### src/dpw_pkg.sv
// Package of constants and carrier types for the DAC parallel port host.
package dpw_pkg;

    // ------------------------------------------------------------
    // Timing
    // ------------------------------------------------------------
    localparam int CLK_PERIOD_PS = 5000;
    localparam int SEL_LOW_NS = 17;
    localparam int SEL_LOW_CYC =
        (SEL_LOW_NS * 1000 + CLK_PERIOD_PS - 1) / CLK_PERIOD_PS;
    localparam int SEL_HIGH_NS = 10;
    localparam int SEL_HIGH_CYC =
        (SEL_HIGH_NS * 1000 + CLK_PERIOD_PS - 1) / CLK_PERIOD_PS;
    localparam int WAIT_CYC = 1;
    localparam int SYNC_CYC = 2;
    localparam int DATA_W_DEF = 12;
    localparam int CNT_W = 8;

    // ------------------------------------------------------------
    // Types
    // ------------------------------------------------------------
    typedef enum logic [1:0] {
        DPW_IDLE,
        DPW_LOW,
        DPW_WAIT,
        DPW_HIGH
    } dpw_state_t;

    typedef struct packed {
        logic sel_b;
        logic rd_wr;
    } dpw_ctl_t;

endpackage
### src/dpw_host.sv
// Host controller that writes and reads back a parallel-port DAC.
`timescale 1ns/1ps
// Behaviour
// - Data word is 8, 10 or 12 bits, set by parameter DATA_W.
// - Write: select low with read/write low; data lines driven by host.
// - Every write gets a full falling then rising select edge.
// - Read: read/write held high while select is driven low.
// - Host inserts one wait cycle per write and three per read for port timing.
module dpw_host #(
    parameter int DATA_W = dpw_pkg::DATA_W_DEF
) (
    input wire logic clk_i,
    input wire logic rst_b_i,
    input wire logic req_i,
    input wire logic req_rd_i,
    input wire logic [DATA_W-1:0] req_data_i,
    output logic busy_o,
    output logic done_o,
    output logic [DATA_W-1:0] rd_data_o,
    output logic sel_b_o,
    output logic rd_wr_o,
    input wire logic [DATA_W-1:0] data_i,
    output logic [DATA_W-1:0] data_o,
    output logic [DATA_W-1:0] data_oe_b_o
);

    // ------------------------------------------------------------
    // Parameter check
    // ------------------------------------------------------------
    // Only the three converter variants have a matching data lane count.
    if (DATA_W != 8 && DATA_W != 10 && DATA_W != 12) begin
        $error("DATA_W must be 8, 10 or 12");
    end

    localparam logic [dpw_pkg::CNT_W-1:0] LOW_N =
        dpw_pkg::CNT_W'(dpw_pkg::SEL_LOW_CYC);
    localparam logic [dpw_pkg::CNT_W-1:0] HIGH_N =
        dpw_pkg::CNT_W'(dpw_pkg::SEL_HIGH_CYC);
    localparam logic [dpw_pkg::CNT_W-1:0] WAIT_N =
        dpw_pkg::CNT_W'(dpw_pkg::WAIT_CYC);
    // Reads stretch the wait so the synchronised lines are settled.
    localparam logic [dpw_pkg::CNT_W-1:0] RD_EXTRA_N =
        dpw_pkg::CNT_W'(dpw_pkg::SYNC_CYC);
    localparam logic [dpw_pkg::CNT_W-1:0] ONE_N =
        dpw_pkg::CNT_W'(1);

    // ------------------------------------------------------------
    // Pin input synchroniser
    // ------------------------------------------------------------
    // The device drives the read data asynchronously, so it is resynced
    // before capture; the wait state covers the extra two cycles.
    logic [DATA_W-1:0] din_meta_q;
    logic [DATA_W-1:0] din_sync_q;

    always_ff @(posedge clk_i or negedge rst_b_i) begin
        if (!rst_b_i) begin
            din_meta_q <= '0;
            din_sync_q <= '0;
        end else begin
            din_meta_q <= data_i;
            din_sync_q <= din_meta_q;
        end
    end

    // ------------------------------------------------------------
    // Access sequencer
    // ------------------------------------------------------------
    dpw_pkg::dpw_state_t state_q;
    logic [dpw_pkg::CNT_W-1:0] cnt_q;
    dpw_pkg::dpw_ctl_t ctl_q;
    logic rd_q;
    logic done_q;
    logic [DATA_W-1:0] dout_q;
    logic [DATA_W-1:0] oe_b_q;
    logic [DATA_W-1:0] rdat_q;
    logic busy_q;
    logic take_w;
    logic last_w;

    assign take_w = (state_q == dpw_pkg::DPW_IDLE) && req_i;
    assign last_w = (cnt_q <= ONE_N);

    always_ff @(posedge clk_i or negedge rst_b_i) begin
        if (!rst_b_i) begin
            state_q <= dpw_pkg::DPW_IDLE;
        end else begin
            case (state_q)
                dpw_pkg::DPW_IDLE: begin
                    if (take_w) begin
                        state_q <= dpw_pkg::DPW_LOW;
                    end
                end
                dpw_pkg::DPW_LOW: begin
                    if (last_w) begin
                        state_q <= dpw_pkg::DPW_WAIT;
                    end
                end
                dpw_pkg::DPW_WAIT: begin
                    if (last_w) begin
                        state_q <= dpw_pkg::DPW_HIGH;
                    end
                end
                dpw_pkg::DPW_HIGH: begin
                    if (last_w) begin
                        state_q <= dpw_pkg::DPW_IDLE;
                    end
                end
                default: begin
                    state_q <= dpw_pkg::DPW_IDLE;
                end
            endcase
        end
    end

    // ------------------------------------------------------------
    // Phase counter
    // ------------------------------------------------------------
    // Each phase loads its full length and counts down to one, so a
    // phase of N cycles spends exactly N edges in its state.
    always_ff @(posedge clk_i or negedge rst_b_i) begin
        if (!rst_b_i) begin
            cnt_q <= '0;
            rd_q <= 1'b0;
        end else begin
            case (state_q)
                dpw_pkg::DPW_IDLE: begin
                    if (take_w) begin
                        rd_q <= req_rd_i;
                        cnt_q <= LOW_N;
                    end
                end
                dpw_pkg::DPW_LOW: begin
                    if (last_w) begin
                        cnt_q <= WAIT_N + (rd_q ? RD_EXTRA_N : '0);
                    end else begin
                        cnt_q <= cnt_q - ONE_N;
                    end
                end
                dpw_pkg::DPW_WAIT: begin
                    if (last_w) begin
                        cnt_q <= HIGH_N;
                    end else begin
                        cnt_q <= cnt_q - ONE_N;
                    end
                end
                dpw_pkg::DPW_HIGH: begin
                    if (!last_w) begin
                        cnt_q <= cnt_q - ONE_N;
                    end
                end
                default: begin
                    cnt_q <= '0;
                end
            endcase
        end
    end

    // ------------------------------------------------------------
    // Busy flag
    // ------------------------------------------------------------
    // Kept as its own flop, mirroring the state, so busy_o is glitch free.
    always_ff @(posedge clk_i or negedge rst_b_i) begin
        if (!rst_b_i) begin
            busy_q <= 1'b0;
        end else if (take_w) begin
            busy_q <= 1'b1;
        end else if (state_q == dpw_pkg::DPW_HIGH && last_w) begin
            busy_q <= 1'b0;
        end
    end

    // ------------------------------------------------------------
    // Pin drive
    // ------------------------------------------------------------
    always_ff @(posedge clk_i or negedge rst_b_i) begin
        if (!rst_b_i) begin
            ctl_q <= '{sel_b: 1'b1, rd_wr: 1'b1};
            dout_q <= '0;
            oe_b_q <= '1;
        end else if (state_q == dpw_pkg::DPW_IDLE && req_i) begin
            ctl_q <= '{sel_b: 1'b0, rd_wr: req_rd_i};
            dout_q <= req_data_i;
            oe_b_q <= req_rd_i ? '1 : '0;
        end else if (state_q == dpw_pkg::DPW_WAIT && cnt_q <= 8'h01) begin
            // Data stays driven past the rising select edge for hold.
            ctl_q.sel_b <= 1'b1;
        end else if (state_q == dpw_pkg::DPW_HIGH && cnt_q <= 8'h01) begin
            ctl_q.rd_wr <= 1'b1;
            oe_b_q <= '1;
        end
    end

    // ------------------------------------------------------------
    // Completion and read data
    // ------------------------------------------------------------
    always_ff @(posedge clk_i or negedge rst_b_i) begin
        if (!rst_b_i) begin
            done_q <= 1'b0;
            rdat_q <= '0;
        end else begin
            done_q <= (state_q == dpw_pkg::DPW_HIGH) && (cnt_q <= 8'h01);
            if (state_q == dpw_pkg::DPW_WAIT && cnt_q <= 8'h01 && rd_q) begin
                rdat_q <= din_sync_q;
            end
        end
    end

    // ------------------------------------------------------------
    // Outputs
    // ------------------------------------------------------------
    // Every output is a flop so the pins carry no decode glitches.
    assign busy_o = busy_q;
    assign done_o = done_q;
    assign rd_data_o = rdat_q;
    assign sel_b_o = ctl_q.sel_b;
    assign rd_wr_o = ctl_q.rd_wr;
    assign data_o = dout_q;
    assign data_oe_b_o = oe_b_q;

endmodule

### config.mk
export PLATFORM = sky130hd
export DESIGN_NAME = dpw_host
export DESIGN_NICKNAME = d
export VERILOG_FILES = /design/src/dpw_pkg.sv /design/src/dpw_host.sv
export SDC_FILE = /design/constraint.sdc
export NUM_CORES = 1
export LEC_CHECK = 0
export ABC_AREA = 1
export BUFFER_PORTS_ARGS = -buffer_cell sky130_fd_sc_hd__buf_2
export CAP_MARGIN = 20
export CORE_ASPECT_RATIO = 1.2
export CORE_MARGIN = 3
export CORE_UTILIZATION = 50
export CTS_CLUSTER_DIAMETER = 30
export DETAILED_ROUTE_END_ITERATION = 6
export MAX_ROUTING_LAYER = met4
export PLACE_DENSITY = 0.74
export SETUP_SLACK_MARGIN = 0.2
export SLEW_MARGIN = 20
export SYNTH_ARGS = -nofsm -noshare
export SYNTH_HDL_FRONTEND = slang
export SYNTH_SLANG_ARGS = --single-unit
### constraint.sdc
create_clock -name clk_i -period 2.1 [get_ports clk_i]
set_input_delay 0.42 -clock clk_i [delete_from_list [all_inputs] [get_ports clk_i]]
set_output_delay 0.42 -clock clk_i [all_outputs]
set_load 0.01 [all_outputs]
==> results of run 1 <==
[where the power goes]
group / switching (mW) / total (mW) / internal [mW] / leakage (nW)
Clock: 0.468 / 0.896 / 0.428 / 0.0833
Combinational: 0.0356 / 0.0609 / 0.0252 / 0.878
Sequential: 0.00544 / 1.24 / 1.24 / 0.787
[placed cells by master (no fill, tap or decap), types with 3 or more instances in the layout]
cell and n:
o21ai_2 12, nor2_1 19, a21oi_1 7, dfrtp_1 61, buf_2 67, nand2_2 10
clkbuf_8 9, o21ai_0 4, nand2_1 42, mux2_2 12, inv_1 31, ha_1 7
nand3_1 6, nor2_4 5, o21ai_1 6, inv_2 3
[sequential cells by signal, summed over array words and instances, names as in the netlist]
name and flops:
rd_q 1, state_q 2, data_oe_b_o 1, sel_b_o 1, cnt_q 8, rd_data_o 12
din_meta_q 12, din_sync_q 12, busy_o 1, data_o 12, done_o 1
[cells by family after synthesis]
family	count (synthesis)	share of synthesized area
simple gates	88	0.166
mux	12	0.0501
compound gates	29	0.0705
buf+inv	50	0.0923
xor+xnor	1	0.00325
fa+ha+maj	7	0.0325
flops	63	0.585
[final cells by class]
cell class,instances,share of cell area
tap,60,0.0235
clock inverter,5,0.0110
clock buffer,11,0.0412
sequential,63,0.495
multi-input combinational,137,0.272
inverter,35,0.0412
timing repair buffer,70,0.116
[synthesized netlist by cell type (all sizes together)]
library cell	instances	area [um^2]
a21oi	7	35.0
buf	15	118
clkinv	1	3.75
dfrtp	61	1530
dfstp	2	52.6
ha	7	87.6
inv	34	128
mux2	12	135
nand2	53	231
nand3	8	65.1
nand3b	1	11.3
nor2	25	134
o21ai	22	155
or2	1	6.26
xor2	1	8.76
[metal layers]
metal  vias to the layer above  wire, um  track usage
met4                         0       107       0.0940
met3                        10       256       0.0394
met2                        53      2380        0.272
met1                       839      1980        0.213
met5                         -         0            -
li1                        892         -            -
[metrics by stage]
step	setup slack, ps	power (mW)	cell area, um^2	hold WS (ps)
after floorplan	586	1.27	2700	124
after global placement	442	1.33	3030	332
after detailed placement	361	1.33	3030	335
after CTS	335	2.23	3190	41.9
after global routing	197	2.29	3190	63.2
final	355	2.20	3190	28.8
[worst paths after layout]
check                                      to  slack (ps)  cells after the start
max in group asynchronous           data_o[5]        1510                      2
min in group clk_i              din_meta_q[6]         180                      1
worst min register to register  din_sync_q[6]         350                      0
worst max register to register   rd_data_o[2]         350                      7
worst min-delay path                 cnt_q[6]          30                      1
worst max-delay path             rd_data_o[2]         350                      7
==> flow_summary.toml, run 1 <==
[synth]
syn_inst = 250
synth_seq_cells = 63
yosysUniqueCellTypes = 25
avgSynthCellArea_um2 = 10.8
syn-num-nets = 285
netlist_area_mm2 = 0.00270
ys.warnings.count = 0
seq_area_frac_synth = 0.585

[floorplanning]
initial_core_util = 0.531
core_area_mm2 = 0.00508
die_w_um = 73.1
fp.dieH_um = 86.5
pin_count = 68
die_area_mm2 = 0.00632
rows = 28

[global_route]
grt_max_degree = 25
track_usage = 0.176
overflow = 0
antenna_found_initial = 0
grt_pass1_vias = 1795
grt_pass1_wl_mm = 8.09

[clock_network]
cts.sinks = 63
post_cts_resize_count = 0
clkSlewWorstSetupHoldPaths_ps = 80
clock_latency_ps = 340
h-tree-depth = 3
cts_root_buf = "clkbuf_8"
cts_buffers = 9
cts_tree = "done"
cts_hold_buf = 0
clockBufferDepth = 2
cts_setup_buffers = 0

[finish]
layout-drive-gt1-share = 0.414
post-route-util = 0.628
area_growth_pct = 18.3
nFillCells = 396
antenna_cells = 0
layout.cells.non_filler = 381
nets = 351
regArea_mm2 = 0.00158
multi_input_area_um2 = 870

[critical_path]
cp-end-kind = "register"
crit_arrival_ps = 1960
r2r-start = "cnt_q[0]"
max_stage_delay_ps = 390
cp_top_family = "simple AND/OR/NAND/NOR gates"
path_class = "reg -> reg"
required_ps = 2310
critPathMaxFanout = 24
crit_path_start = "cnt_q[0]"
start_kind = "register"
path_cells = "inv_1 -> ha_1 -> o21ai_1 -> nor2_4 -> nand3_4 -> nand2_1 -> o21ai_2"
worstPathBufferInverterCount = 1
worst_path_max_delay_cell = "dfrtp_1"

[timing]
rsz0062_at_grt = "yes"
hold_violations = 0
worstMarginPinSlew_ps = 531
finalSetupViolations = 0
finClkSkew_ps = 12.3
drv_slew = 0
min_period_ps = 1750
min_period_over_period = 0.831
fmax_mhz = 573
tns_ps = 0
slew_headroom = 0.645

[routing]
wl_per_cell_um = 12.4
wl_mm = 4.72
drcViolationCount = 0
ant_nets = 0
avgViaCountPerCell = 4.71
drtIter0Drc = 102
dr.pass1.iters = 4
vias = 1794

[flow_run]
maxCapViolCount = 0

[pwr]
powerDensity_mw_per_mm2 = 689
irDropWorstVdd_uv = 531
p_leak_nw = 1.75

[outcome]
run_status = "finished, final reports clean"

[placement]
hpwl_mm = 3.41
placed_cells = 365
numPortBuffers = 67
gp_congestion = 0.849

[min_path]
hold_class = "in -> async"
Power figures use the tool's default switching activity.
==> run 2: changes to the inputs <==
==> constraint.sdc (replaced) <==
create_clock -name clk_i -period 1.85 [get_ports clk_i]
set_input_delay 0.37 -clock clk_i [delete_from_list [all_inputs] [get_ports clk_i]]
set_output_delay 0.37 -clock clk_i [all_outputs]
set_load 0.01 [all_outputs]
==> run 2 against run 1 <==
Net effect: sequential power rose by 14%; highest routed layer unchanged; wire length rose by 6.0%; core utilization rose by 2.9 points; first-iteration DRC count rose by 4.9%; via count rose by 3.6%; critical path type unchanged; critical path depth rose by 1; final cell count rose by 2.9%; critical endpoint unchanged; cell area rose by 4.6%; maximum frequency rose by 8.1%; clock skew fell by 4.3 ps.
==> flow_summary.toml, run 2 (synthesis results as in run 1) <==
[outcome]
run_status = "finished, final reports clean"

[routing]
wl_mm = 5.00
wl_per_cell_um = 12.8
drcViolationCount = 0
vias = 1859
avgViaCountPerCell = 4.74
ant_nets = 0
drtIter0Drc = 107
dr.pass1.iters = 4

[clock_network]
cts_hold_buf = 0
cts_buffers = 9
cts_root_buf = "clkbuf_8"
clkSlewWorstSetupHoldPaths_ps = 70
clock_latency_ps = 340
cts_tree = "done"
cts.sinks = 63
h-tree-depth = 3
clockBufferDepth = 2

[global_route]
grt_max_degree = 34
antenna_found_initial = 0
grt_pass1_vias = 1742
grt_pass1_wl_mm = 7.82
overflow = 0
track_usage = 0.172

[critical_path]
required_ps = 2080
crit_end = "rd_data_o[2]"
ff2ff_path_depth = 8
path_class = "reg -> reg"
start_kind = "register"
critPathMaxFanout = 7
crit_path_start = "cnt_q[0]"
crit_arrival_ps = 1850
cp-end-kind = "register"
ff2ff_setup_slack_ps = 240
regToRegEndpoint = "rd_data_o[2]"
r2r-start = "cnt_q[0]"

[min_path]
hold_class = "in -> async"

[finish]
layout-drive-gt1-share = 0.458
final_common_cell = "buf_2"
nFillCells = 398
antenna_cells = 0
nets = 362
area_growth_pct = 23.8
final_cell_mix = "buf_2, dfrtp_1, nand2_1"

[timing]
tns_ps = 0
min_period_over_period = 0.873
finClkSkew_ps = 8.02
rsz0062_at_grt = "no"
worstMarginPinSlew_ps = 396
min_period_ps = 1610
whs_ps = 34.5
finalSetupViolations = 0
hold_violations = 0
fmax_mhz = 619
drv_slew = 0
slew_headroom = 0.736

[placement]
numPortBuffers = 67
gp_congestion = 0.897
hpwl_mm = 3.33

[floorplanning]
die_w_um = 73.1
fp.dieH_um = 86.5
rows = 28
initial_core_util = 0.531
pin_count = 68
die_area_mm2 = 0.00632
core_area_mm2 = 0.00508

[flow_run]
maxCapViolCount = 0

[pwr]
p_total_mw = 2.62
powerDensity_mw_per_mm2 = 783
p_leak_nw = 1.80
irDropWorstVdd_uv = 923
-- run 2: repair_timing --
item | 4_1_cts | 5_1_grt
cloned | 1 | 1
setup buffers | 0 | 9
pin swaps | 1 | 4
endpoints found under the setup margin | 24 | 23
gates resized for setup | 2 | 9
-- run 2: worst min-delay path by stage --
stage	from	endpoint	slack (ps)	depth (start not counted)
floorplan	rst_b_i	busy_o	70	0
global placement	din_meta_q[2]	din_sync_q[2]	330	0
detailed placement	din_meta_q[6]	din_sync_q[6]	340	0
CTS	rst_b_i	cnt_q[7]	40	2
global route	rst_b_i	cnt_q[7]	50	2
finish	rst_b_i	cnt_q[7]	30	2
-- run 2: per-stage QoR --
step           setup slack [ps]  area [um^2]  std cells  utilization
5_1_grt                     148         3340        392        0.657
3_5_place_dp                116         3010        365        0.593
2_1_floorplan               336         2700        250            -
4_1_cts                     217         3220        382        0.634
6_report                    236         3340        392        0.657
3_3_place_gp                166         3010        365        0.593
-- run 2: worst max-delay path, stage by stage (launching register included) --
cell	delay, ps
dfrtp_1	390
inv_1	110
ha_4	190
o21ai_1	260
nor2_4	80
buf_4	160
nand3_4	60
buf_4	180
o21ai_2	60
-- run 2: area by class of cell --
class                   count  area (um^2)  share of cell area
flip-flops and latches     63         1580               0.473
clock inverters             6         61.3              0.0184
well taps                  60         75.1              0.0225
clock buffers              10          128              0.0382
multi-input cells         139          940               0.281
inverters                  35          131              0.0393
repair buffers             79          425               0.127
-- run 2: routing by layer --
layer  up-vias  GRT usage  wire length (um)
met5         -          -                 0
met4         0     0.0805                85
met3         8     0.0626               310
met2        57      0.268              2530
met1       869      0.195              2080
li1        925          -                 -
-- run 2: power breakdown --
part	switching, mW	internal [mW]
Sequential	0.00624	1.40
Clock	0.525	0.617
Combinational	0.0390	0.0245
Total	0.570	2.05
